[src/cgw_pkg.sv]
// Constants shared by the code segment write guard.
// Assumes a single 25 MHz clock domain and a 32-bit AXI4-Lite register bus.
package cgw_pkg;
  localparam int          CGW_ADDR_W        = 18;
  localparam int          CGW_PAGE_W        = 9;
  localparam int          CGW_PAGE_LSB      = 9;
  localparam int          CGW_CFG_W         = 17;
  localparam int          CGW_ST_W          = 3;
  localparam int          CGW_RAM_W         = 16;
  localparam logic [8:0]  CGW_LAST_PAGE     = 9'h1ff;
  localparam logic [17:0] CGW_CFG_WORD_BASE = 18'h3fffc;
  localparam logic [15:0] CGW_DBG_RAM_BYTES = 16'h0050;
  // Configuration word field positions.
  localparam int          CGW_B_DIS         = 0;
  localparam int          CGW_B_BSEL        = 1;
  localparam int          CGW_B_LPP         = 2;
  localparam int          CGW_B_PN_LSB      = 3;
  localparam int          CGW_B_GCP         = 12;
  localparam int          CGW_B_GWP         = 13;
  localparam int          CGW_B_DCS_LSB     = 14;
  localparam int          CGW_B_DBG         = 16;
  localparam logic [16:0] CGW_CFG_RST       = 17'h02007;
  // Register byte offsets.
  localparam logic [7:0]  CGW_OFF_CFG       = 8'h00;
  localparam logic [7:0]  CGW_OFF_STATUS    = 8'h04;
  localparam logic [7:0]  CGW_OFF_INT_EN    = 8'h08;
  localparam logic [7:0]  CGW_OFF_INT_CLR   = 8'h0c;
  localparam logic [7:0]  CGW_OFF_LAST_DENY = 8'h10;
  // Status bits.
  localparam int          CGW_ST_PARITY     = 0;
  localparam int          CGW_ST_DENY       = 1;
  localparam int          CGW_ST_LOAD       = 2;
  localparam logic [2:0]  CGW_INT_EN_RST    = 3'h0;
  localparam logic [1:0]  CGW_RESP_OKAY     = 2'h0;
  localparam logic [1:0]  CGW_RESP_SLVERR   = 2'h2;

  typedef enum logic [0:0] {
    CGW_REQ_READ  = 1'b0,
    CGW_REQ_WRITE = 1'b1
  } cgw_req_t;

  function automatic logic [8:0] cgw_page_of(input logic [17:0] addr);
    return addr[17:9];
  endfunction
endpackage

[src/cgw_cfg_shadow.sv]
// Configuration register with a complemented shadow copy and a compare.
// Assumes the load strobe comes from the flash configuration word fetch.
`timescale 1ns/1ps
`default_nettype none
module cgw_cfg_shadow
  import cgw_pkg::*;
(
  // Clock and reset.
  input  wire logic                 ref_clk,
  input  wire logic                 sys_rst,
  // Load from flash and cell disturbance.
  input  wire logic                 loadValid,
  input  wire logic [CGW_CFG_W-1:0] loadWord,
  input  wire logic [CGW_CFG_W-1:0] upsetMask,
  // Result.
  output logic      [CGW_CFG_W-1:0] cfgOut,
  output logic                      mismatch
);
  logic [CGW_CFG_W-1:0] cfg_ff;
  logic [CGW_CFG_W-1:0] shadow_ff;
  logic [CGW_CFG_W-1:0] nxt_cfg;
  logic [CGW_CFG_W-1:0] nxt_shadow;

  // A load writes both copies; a disturbance hits only the live copy.
  always_comb begin
    nxt_cfg    = cfg_ff ^ upsetMask;
    nxt_shadow = shadow_ff;
    if (loadValid) begin
      nxt_cfg    = loadWord;
      nxt_shadow = ~loadWord;
    end
  end

  always_ff @(posedge ref_clk or posedge sys_rst) begin
    if (sys_rst) begin
      cfg_ff    <= CGW_CFG_RST;
      shadow_ff <= ~CGW_CFG_RST;
    end else begin
      cfg_ff    <= nxt_cfg;
      shadow_ff <= nxt_shadow;
    end
  end

  assign cfgOut   = cfg_ff;
  assign mismatch = (cfg_ff != ~shadow_ff);
endmodule
`default_nettype wire

[src/cgw_seg_decode.sv]
// Combinational decode of whether a program memory access is blocked.
// Assumes the configuration fields are stable registered values.
`timescale 1ns/1ps
`default_nettype none
module cgw_seg_decode
  import cgw_pkg::*;
(
  // Configuration fields.
  input  wire logic                  segDisable,
  input  wire logic                  boundarySel,
  input  wire logic                  lastPageProt,
  input  wire logic [CGW_PAGE_W-1:0] pageNumber,
  input  wire logic                  genCodeProt,
  input  wire logic                  genWriteProt,
  // Access.
  input  wire logic [CGW_ADDR_W-1:0] addr,
  input  wire cgw_req_t              kind,
  input  wire logic                  external,
  // Decision.
  output logic                       blocked
);
  logic [CGW_PAGE_W-1:0] page;
  logic                  isCfg;
  logic                  segHit;
  logic                  genHit;

  always_comb begin
    page  = cgw_page_of(addr);
    isCfg = (addr >= CGW_CFG_WORD_BASE);
    case ({segDisable, boundarySel, lastPageProt})
      3'b100, 3'b110: segHit = (page == CGW_LAST_PAGE);
      3'b101, 3'b111: segHit = 1'b0;
      3'b010, 3'b011: segHit = (page >= pageNumber);
      3'b000:         segHit = (page <= pageNumber);
      3'b001:         segHit = (page >= pageNumber) && !isCfg;
      default:        segHit = 1'b1;
    endcase
    // External access of any kind is closed by general code protect,
    // which also covers the configuration words.
    genHit = (external && genCodeProt) ||
             (!external && !genWriteProt);
    if (kind == CGW_REQ_WRITE) begin
      blocked = genHit || segHit;
    end else begin
      blocked = external && genCodeProt;
    end
  end
endmodule
`default_nettype wire

[src/cgw_guard.sv]
// Top of the code segment write guard: flash operation interlock,
// configuration parity check, debug reservations and AXI4-Lite registers.
// Assumes the flash controller holds a request until it sees an answer.
//
// Local design decisions: the register addresses and register access over AXI4-Lite.
`timescale 1ns/1ps
`default_nettype none
// Contract
// - Complemented shadow copy compared continuously
// - Mismatch flags parity error and forces reset
// - Configuration loaded from flash configuration words
// - General code protect also covers configuration words
// - Disable and last-page bits set: general only
// - Disable set, last-page clear: last page blocked
// - Segment on, top boundary: page through end
// - All clear: address zero through selected page
// - Top range without configuration words
// - Nine-bit page field; selected page included
// - Test port also serves serial programming
// - Debug uses the selected clock/data pin pair
// - Debug reserves low 80 RAM bytes, two pins
// - One page step is 512 words
// - Code protect blocks external access only
// - Write protect clear blocks internal writes
// - Segment protection only adds to general
module cgw_guard
  import cgw_pkg::*;
(
  // Clock and reset.
  input  wire logic                  ref_clk,
  input  wire logic                  sys_rst,
  // AXI4-Lite write channels.
  input  wire logic [7:0]            s_axi_awaddr,
  input  wire logic                  s_axi_awvalid,
  output logic                       s_axi_awready,
  input  wire logic [31:0]           s_axi_wdata,
  input  wire logic [3:0]            s_axi_wstrb,
  input  wire logic                  s_axi_wvalid,
  output logic                       s_axi_wready,
  output logic [1:0]                 s_axi_bresp,
  output logic                       s_axi_bvalid,
  input  wire logic                  s_axi_bready,
  // AXI4-Lite read channels.
  input  wire logic [7:0]            s_axi_araddr,
  input  wire logic                  s_axi_arvalid,
  output logic                       s_axi_arready,
  output logic [31:0]                s_axi_rdata,
  output logic [1:0]                 s_axi_rresp,
  output logic                       s_axi_rvalid,
  input  wire logic                  s_axi_rready,
  // Configuration word fetch and disturbance input.
  input  wire logic                  cfgLoadValid,
  input  wire logic [CGW_CFG_W-1:0]  cfgLoadWord,
  input  wire logic [CGW_CFG_W-1:0]  cfgUpsetMask,
  // Flash operation interlock.
  input  wire logic                  opReq,
  input  wire logic [CGW_ADDR_W-1:0] opAddr,
  input  wire cgw_req_t              opKind,
  input  wire logic                  opExternal,
  output logic                       opGrant,
  output logic                       opDeny,
  // Debug resources.
  input  wire logic [CGW_RAM_W-1:0]  ramAccAddr,
  output logic                       dbgRamBlock,
  output logic                       dbgPinReserve,
  output logic [1:0]                 debug_channel_select,
  // System.
  output logic                       devRstReq,
  output logic                       irq
);
  logic [CGW_CFG_W-1:0]  cfg;
  logic                  mismatch;
  logic                  blocked;
  logic                  take;
  logic [CGW_PAGE_W-1:0] pn;

  cgw_cfg_shadow u_shadow (
    .ref_clk   (ref_clk),
    .sys_rst   (sys_rst),
    .loadValid (cfgLoadValid),
    .loadWord  (cfgLoadWord),
    .upsetMask (cfgUpsetMask),
    .cfgOut    (cfg),
    .mismatch  (mismatch)
  );

  assign pn = cfg[CGW_B_PN_LSB +: CGW_PAGE_W];

  cgw_seg_decode u_decode (
    .segDisable   (cfg[CGW_B_DIS]),
    .boundarySel  (cfg[CGW_B_BSEL]),
    .lastPageProt (cfg[CGW_B_LPP]),
    .pageNumber   (pn),
    .genCodeProt  (cfg[CGW_B_GCP]),
    .genWriteProt (cfg[CGW_B_GWP]),
    .addr         (opAddr),
    .kind         (opKind),
    .external     (opExternal),
    .blocked      (blocked)
  );

  // Flash interlock: answer one cycle after the request is taken.
  logic                  grant_ff;
  logic                  deny_ff;
  logic [CGW_ADDR_W-1:0] lastDeny_ff;
  logic                  nxt_grant;
  logic                  nxt_deny;
  logic [CGW_ADDR_W-1:0] nxt_lastDeny;

  // External requests arrive from the test port, which also carries
  // serial programming traffic, and pass through the same check.
  assign take = opReq && !grant_ff && !deny_ff;

  always_comb begin
    nxt_grant    = take && !blocked;
    nxt_deny     = take && blocked;
    nxt_lastDeny = lastDeny_ff;
    if (nxt_deny) begin
      nxt_lastDeny = opAddr;
    end
  end

  always_ff @(posedge ref_clk or posedge sys_rst) begin
    if (sys_rst) begin
      grant_ff    <= 1'b0;
      deny_ff     <= 1'b0;
      lastDeny_ff <= '0;
    end else begin
      grant_ff    <= nxt_grant;
      deny_ff     <= nxt_deny;
      lastDeny_ff <= nxt_lastDeny;
    end
  end

  // Debug reservation and reset request.
  logic       dbgRam_ff;
  logic       dbgPin_ff;
  logic [1:0] dcs_ff;
  logic       rstReq_ff;
  logic       nxt_dbgRam;
  logic       nxt_dbgPin;
  logic [1:0] nxt_dcs;
  logic       nxt_rstReq;

  always_comb begin
    nxt_dbgRam = cfg[CGW_B_DBG] && (ramAccAddr < CGW_DBG_RAM_BYTES);
    nxt_dbgPin = cfg[CGW_B_DBG];
    nxt_dcs    = cfg[CGW_B_DCS_LSB +: 2];
    nxt_rstReq = mismatch;
  end

  always_ff @(posedge ref_clk or posedge sys_rst) begin
    if (sys_rst) begin
      dbgRam_ff <= 1'b0;
      dbgPin_ff <= 1'b0;
      dcs_ff    <= 2'h0;
      rstReq_ff <= 1'b0;
    end else begin
      dbgRam_ff <= nxt_dbgRam;
      dbgPin_ff <= nxt_dbgPin;
      dcs_ff    <= nxt_dcs;
      rstReq_ff <= nxt_rstReq;
    end
  end

  // AXI4-Lite write path: address and data are taken in either order.
  logic        awHeld_ff;
  logic [7:0]  awAddr_ff;
  logic        wHeld_ff;
  logic [31:0] wData_ff;
  logic [3:0]  wStrb_ff;
  logic        awready_ff;
  logic        wready_ff;
  logic        bvalid_ff;
  logic [1:0]  bresp_ff;
  logic        nxt_awHeld;
  logic [7:0]  nxt_awAddr;
  logic        nxt_wHeld;
  logic [31:0] nxt_wData;
  logic [3:0]  nxt_wStrb;
  logic        nxt_awready;
  logic        nxt_wready;
  logic        nxt_bvalid;
  logic [1:0]  nxt_bresp;
  logic        doWrite;
  logic [2:0]  intEn_ff;
  logic [2:0]  nxt_intEn;
  logic [2:0]  clrMask;

  always_comb begin
    nxt_awHeld = awHeld_ff;
    nxt_awAddr = awAddr_ff;
    nxt_wHeld  = wHeld_ff;
    nxt_wData  = wData_ff;
    nxt_wStrb  = wStrb_ff;
    nxt_bvalid = bvalid_ff;
    nxt_bresp  = bresp_ff;
    nxt_intEn  = intEn_ff;
    clrMask    = 3'h0;
    doWrite    = awHeld_ff && wHeld_ff && !bvalid_ff;
    if (s_axi_awvalid && awready_ff) begin
      nxt_awHeld = 1'b1;
      nxt_awAddr = s_axi_awaddr;
    end
    if (s_axi_wvalid && wready_ff) begin
      nxt_wHeld = 1'b1;
      nxt_wData = s_axi_wdata;
      nxt_wStrb = s_axi_wstrb;
    end
    if (bvalid_ff && s_axi_bready) begin
      nxt_bvalid = 1'b0;
    end
    if (doWrite) begin
      nxt_awHeld = 1'b0;
      nxt_wHeld  = 1'b0;
      nxt_bvalid = 1'b1;
      nxt_bresp  = CGW_RESP_OKAY;
      case (awAddr_ff)
        CGW_OFF_INT_EN: begin
          if (wStrb_ff[0]) begin
            nxt_intEn = wData_ff[CGW_ST_W-1:0];
          end
        end
        CGW_OFF_INT_CLR: begin
          if (wStrb_ff[0]) begin
            clrMask = wData_ff[CGW_ST_W-1:0];
          end
        end
        default: nxt_bresp = CGW_RESP_SLVERR;
      endcase
    end
    nxt_awready = !nxt_awHeld && !nxt_bvalid;
    nxt_wready  = !nxt_wHeld && !nxt_bvalid;
  end

  always_ff @(posedge ref_clk or posedge sys_rst) begin
    if (sys_rst) begin
      awHeld_ff  <= 1'b0;
      awAddr_ff  <= 8'h00;
      wHeld_ff   <= 1'b0;
      wData_ff   <= 32'h0000_0000;
      wStrb_ff   <= 4'h0;
      awready_ff <= 1'b0;
      wready_ff  <= 1'b0;
      bvalid_ff  <= 1'b0;
      bresp_ff   <= CGW_RESP_OKAY;
      intEn_ff   <= CGW_INT_EN_RST;
    end else begin
      awHeld_ff  <= nxt_awHeld;
      awAddr_ff  <= nxt_awAddr;
      wHeld_ff   <= nxt_wHeld;
      wData_ff   <= nxt_wData;
      wStrb_ff   <= nxt_wStrb;
      awready_ff <= nxt_awready;
      wready_ff  <= nxt_wready;
      bvalid_ff  <= nxt_bvalid;
      bresp_ff   <= nxt_bresp;
      intEn_ff   <= nxt_intEn;
    end
  end

  // Sticky status: a new event in the clearing cycle stays set.
  logic [2:0] status_ff;
  logic [2:0] nxt_status;
  logic       irq_ff;
  logic       nxt_irq;
  logic [2:0] events;

  always_comb begin
    events                = 3'h0;
    events[CGW_ST_PARITY] = mismatch;
    events[CGW_ST_DENY]   = nxt_deny;
    events[CGW_ST_LOAD]   = cfgLoadValid;
    nxt_status            = (status_ff & ~clrMask) | events;
    nxt_irq               = |(nxt_status & nxt_intEn);
  end

  always_ff @(posedge ref_clk or posedge sys_rst) begin
    if (sys_rst) begin
      status_ff <= 3'h0;
      irq_ff    <= 1'b0;
    end else begin
      status_ff <= nxt_status;
      irq_ff    <= nxt_irq;
    end
  end

  // AXI4-Lite read path.
  logic        arready_ff;
  logic        rvalid_ff;
  logic [31:0] rdata_ff;
  logic [1:0]  rresp_ff;
  logic        nxt_arready;
  logic        nxt_rvalid;
  logic [31:0] nxt_rdata;
  logic [1:0]  nxt_rresp;

  always_comb begin
    nxt_rvalid = rvalid_ff;
    nxt_rdata  = rdata_ff;
    nxt_rresp  = rresp_ff;
    if (rvalid_ff && s_axi_rready) begin
      nxt_rvalid = 1'b0;
    end
    if (s_axi_arvalid && arready_ff) begin
      nxt_rvalid = 1'b1;
      nxt_rresp  = CGW_RESP_OKAY;
      nxt_rdata  = 32'h0000_0000;
      case (s_axi_araddr)
        CGW_OFF_CFG:       nxt_rdata[CGW_CFG_W-1:0]  = cfg;
        CGW_OFF_STATUS:    nxt_rdata[CGW_ST_W-1:0]   = status_ff;
        CGW_OFF_INT_EN:    nxt_rdata[CGW_ST_W-1:0]   = intEn_ff;
        CGW_OFF_INT_CLR:   nxt_rdata                 = 32'h0000_0000;
        CGW_OFF_LAST_DENY: nxt_rdata[CGW_ADDR_W-1:0] = lastDeny_ff;
        default:           nxt_rresp                 = CGW_RESP_SLVERR;
      endcase
    end
    nxt_arready = !nxt_rvalid;
  end

  always_ff @(posedge ref_clk or posedge sys_rst) begin
    if (sys_rst) begin
      arready_ff <= 1'b0;
      rvalid_ff  <= 1'b0;
      rdata_ff   <= 32'h0000_0000;
      rresp_ff   <= CGW_RESP_OKAY;
    end else begin
      arready_ff <= nxt_arready;
      rvalid_ff  <= nxt_rvalid;
      rdata_ff   <= nxt_rdata;
      rresp_ff   <= nxt_rresp;
    end
  end

  assign s_axi_awready        = awready_ff;
  assign s_axi_wready         = wready_ff;
  assign s_axi_bvalid         = bvalid_ff;
  assign s_axi_bresp          = bresp_ff;
  assign s_axi_arready        = arready_ff;
  assign s_axi_rvalid         = rvalid_ff;
  assign s_axi_rdata          = rdata_ff;
  assign s_axi_rresp          = rresp_ff;
  assign opGrant              = grant_ff;
  assign opDeny               = deny_ff;
  assign dbgRamBlock          = dbgRam_ff;
  assign dbgPinReserve        = dbgPin_ff;
  assign debug_channel_select = dcs_ff;
  assign devRstReq            = rstReq_ff;
  assign irq                  = irq_ff;

  // Checks on the guard's own outputs.
  logic                  wr;
  logic [CGW_PAGE_W-1:0] opPage;
  logic                  genOk;
  assign wr     = take && (opKind == CGW_REQ_WRITE);
  assign opPage = cgw_page_of(opAddr);
  assign genOk  = cfg[CGW_B_GWP] && !(opExternal && cfg[CGW_B_GCP]);
endmodule
`default_nettype wire

[config.mk]
export PLATFORM = sky130hd
export DESIGN_NAME = cgw_guard
export DESIGN_NICKNAME = d
export VERILOG_FILES = /design/src/cgw_pkg.sv /design/src/cgw_cfg_shadow.sv /design/src/cgw_seg_decode.sv /design/src/cgw_guard.sv
export SDC_FILE = /design/constraint.sdc
export NUM_CORES = 1
export LEC_CHECK = 0
export ABC_AREA = 1
export BUFFER_PORTS_ARGS = -buffer_cell sky130_fd_sc_hd__buf_2
export CAP_MARGIN = 20
export CORE_UTILIZATION = 53
export DETAILED_ROUTE_END_ITERATION = 16
export PLACE_DENSITY_LB_ADDON = 0.05
export SKIP_LAST_GASP = 1
export SLEW_MARGIN = 10
export SYNTH_ARGS = -nofsm -noshare
export SYNTH_HDL_FRONTEND = slang
export SYNTH_SLANG_ARGS = --single-unit
[constraint.sdc]
create_clock -name ref_clk -period 7.5 [get_ports ref_clk]
set_input_delay 0.375 -clock ref_clk [delete_from_list [all_inputs] [get_ports ref_clk]]
set_output_delay 0.375 -clock ref_clk [all_outputs]
set_load 0.01 [all_outputs]
==> impl_metrics.ini <==
[timing]
setup_violations = 0
min_period_ns = 2.60
rsz0062_at_grt = false
hold_viol = 0
final.setup.tns_ns = 0
fmax_mhz = 384
worst_pin_slew_ns = 1.03
finalCritPeriodShare = 0.347
fin_skew_ns = 0.0165
slew_headroom = 0.306
maxSlewViolCount = 0

[floorplanning]
die_w_um = 100
die_y_um = 100
dieArea_um2 = 10000
io_pins = 180
num_rows = 35
core-area_um2 = 9280
initial_core_util = 0.549

[grt]
grt_pass1_wl_um = 19100
grt_max_degree = 55
grt-ovfl-total = 0
grt_pass1_vias = 4021
track_usage = 0.248
grt_antenna_before_repair = 0

[layout]
layout_commonest_cell = nand2_1
nFillCells = 858
final_layout_size_suffix_gt1_frac = 0.263
final_util = 0.639
multiInputGateArea_um2 = 2070
diodes = 0
mostFrequentLayoutCells = nand2_1 (161), buf_2 (127), dfrtp_1 (88)
final_nets = 845
syn_to_final_growth_pct = 16.3
ff_latch_area_um2 = 2650

[placed_design]
place_hpwl_um = 8600
place.gp.congestion = 0.821
io_buffers = 127

[clock_tree]
numCtsBuffers = 9
cts_tree = yes
cts_num_sinks = 105
cts_setup_buffers = 0
hold_buffers = 0
clk_latency_ns = 0.37
clockBufferDepth = 2
htree_levels = 3
clock-root-buffer = clkbuf_8
cts_resized = 0
path_clk_slew_ns = 0.10

[detailed_routing]
dr_wl_met2_um = 5370
m1WireLength_um = 5330
highest_layer = met4
vias = 4231
ant_nets = 0
routed_wirelength_um = 11500
viasPerCell = 5.04
drt_iter0_drc = 175
dr_wl_met3_um = 646
drcViolationCount = 0
wl_per_cell_um = 13.7
dr.pass1.iters = 4

[status]
status = complete, no violations

[synth]
synthDistinctLibCells = 45
synth_edf_count = 0
yosysWarnings = 0
synthArstFlopShare = 1.00
synth_cells = 582
yosysSeqAreaShare = 0.519
syn_area_per_cell_um2 = 8.76
netlist_area_um2 = 5100
synth_ff_type = dfrtp_1
synth-seq-cells = 105

[job]
drv_cap = 0

[setup_path]
critical_path_arrival_ns = 2.85
end_kind = flop
startpoint_type = flop
required_ns = 7.75
path_max_fanout = 33
critPathKind = reg -> reg

[min_path]
hp-class = in -> async

[power]
power_per_cell_area_nw_per_um2 = 248
max-vdd-ir-drop_mv = 0.141
p_leak_nw = 3.07
==> report_power, final <==
part / internal, mW / switching, mW
Clock: 0.122 / 0.189
Sequential: 0.701 / 0.0850
Combinational: 0.151 / 0.222
==> critical path, stage by stage (launching register included) <==
cell,delay (ns)
dfrtp_1,0.50
inv_1,0.08
ha_1,0.31
nand2_2,0.10
inv_1,0.04
a21oi_1,0.19
nand4_1,0.15
nand2_1,0.08
nand2_1,0.04
nand2_1,0.06
nand4_1,0.11
nand2_1,0.09
nand2_2,0.08
nand2_4,0.33
inv_1,0.18
nand2_1,0.10
nand2_1,0.05
==> path summary, 6_finish.rpt <==
path / slack, ns / cells past startpoint / startpoint / to
worst max-delay path: 4.90 / 16 / u_shadow.cfgOut[11] / lastDeny_ff[0]
worst min-delay path: 0.1 / 2 / sys_rst / u_shadow.cfgOut[7]
worst max register to register: 4.90 / 16 / u_shadow.cfgOut[11] / lastDeny_ff[0]
worst min register to register: 0.47 / 1 / s_axi_rvalid / s_axi_arready
max in group asynchronous: 6.30 / 3 / sys_rst / awAddr_ff[4]
min in group ref_clk: 0.17 / 2 / ramAccAddr[15] / dbgRamBlock
==> layer usage <==
layer / global-route usage / vias to the layer above
li1: - / 2091
met1: 0.352 / 2000
met2: 0.395 / 129
met3: 0.0376 / 11
met4: 0.0758 / 0
met5: 0 / -
==> cell type report <==
| type | count | share of cell area |
|---|---|---|
| multi-input cells | 399 | 0.350 |
| clock inverters | 4 | 0.00527 |
| well taps | 129 | 0.0272 |
| inverters | 61 | 0.0390 |
| flip-flops and latches | 105 | 0.447 |
| repair buffers | 129 | 0.110 |
| clock buffers | 12 | 0.0228 |
==> synth_stat cells, types with 2 or more instances <==
| cell type | n | area [µm²] |
|---|---|---|
| nand2_1 | 161 | 604 |
| dfrtp_1 | 88 | 2200 |
| inv_1 | 60 | 225 |
| a21oi_1 | 43 | 215 |
| nor2_1 | 40 | 150 |
| o21ai_0 | 34 | 170 |
| dfstp_2 | 17 | 447 |
| buf_4 | 16 | 120 |
| nand3_1 | 13 | 65.1 |
| o21ai_2 | 13 | 114 |
| xnor2_1 | 13 | 114 |
| clkbuf_1 | 10 | 37.5 |
| ha_1 | 9 | 113 |
| o21a_1 | 8 | 60.1 |
| nor3_1 | 6 | 30.0 |
| nor4_1 | 6 | 37.5 |
| nand4_1 | 4 | 25.0 |
| xor2_1 | 4 | 35.0 |
| buf_6 | 3 | 33.8 |
| nor4_4 | 3 | 63.8 |
| buf_2 | 2 | 10.0 |
| nand2_2 | 2 | 12.5 |
| nor2_2 | 2 | 12.5 |
| o2111ai_1 | 2 | 17.5 |
| o21bai_1 | 2 | 15.0 |
| o31ai_1 | 2 | 15.0 |
==> logic make-up after synthesis <==
group	Yosys count	share of synthesized area
AOI/OAI and AO/OA	110	0.129
buffers and inverters	93	0.0851
other	1	0.000735
xor gates and xnor gates	17	0.0292
adders and majority gates	9	0.0221
DFF	105	0.519
muxes	2	0.00515
and+or+nand+nor	245	0.210
==> stage by stage <==
stage                     std cells  hold WS [ns]  total power, mW  cell area [µm²]  setup slack (ns)
final                           839        0.0977             1.47             5930              4.90
after global routing            839         0.143             1.57             5930              4.56
after CTS                       838         0.112             1.48             5920              4.87
after detailed placement        822         0.461             1.17             5760              4.92
after global placement          822         0.443             1.15             5760              4.94
after floorplan                 597         0.429             1.05             5160              4.39
==> sequential cells by signal, indices dropped and copies added (netlist names), 2 cells and up <==
register,cells
awAddr_ff,8
lastDeny_ff,18
u_shadow.shadow_ff,17
intEn_ff,3
s_axi_rdata,18
status_ff,3
wData_ff,3
debug_channel_select,2
u_shadow.cfgOut,17
(Power assumes the default switching activity.)
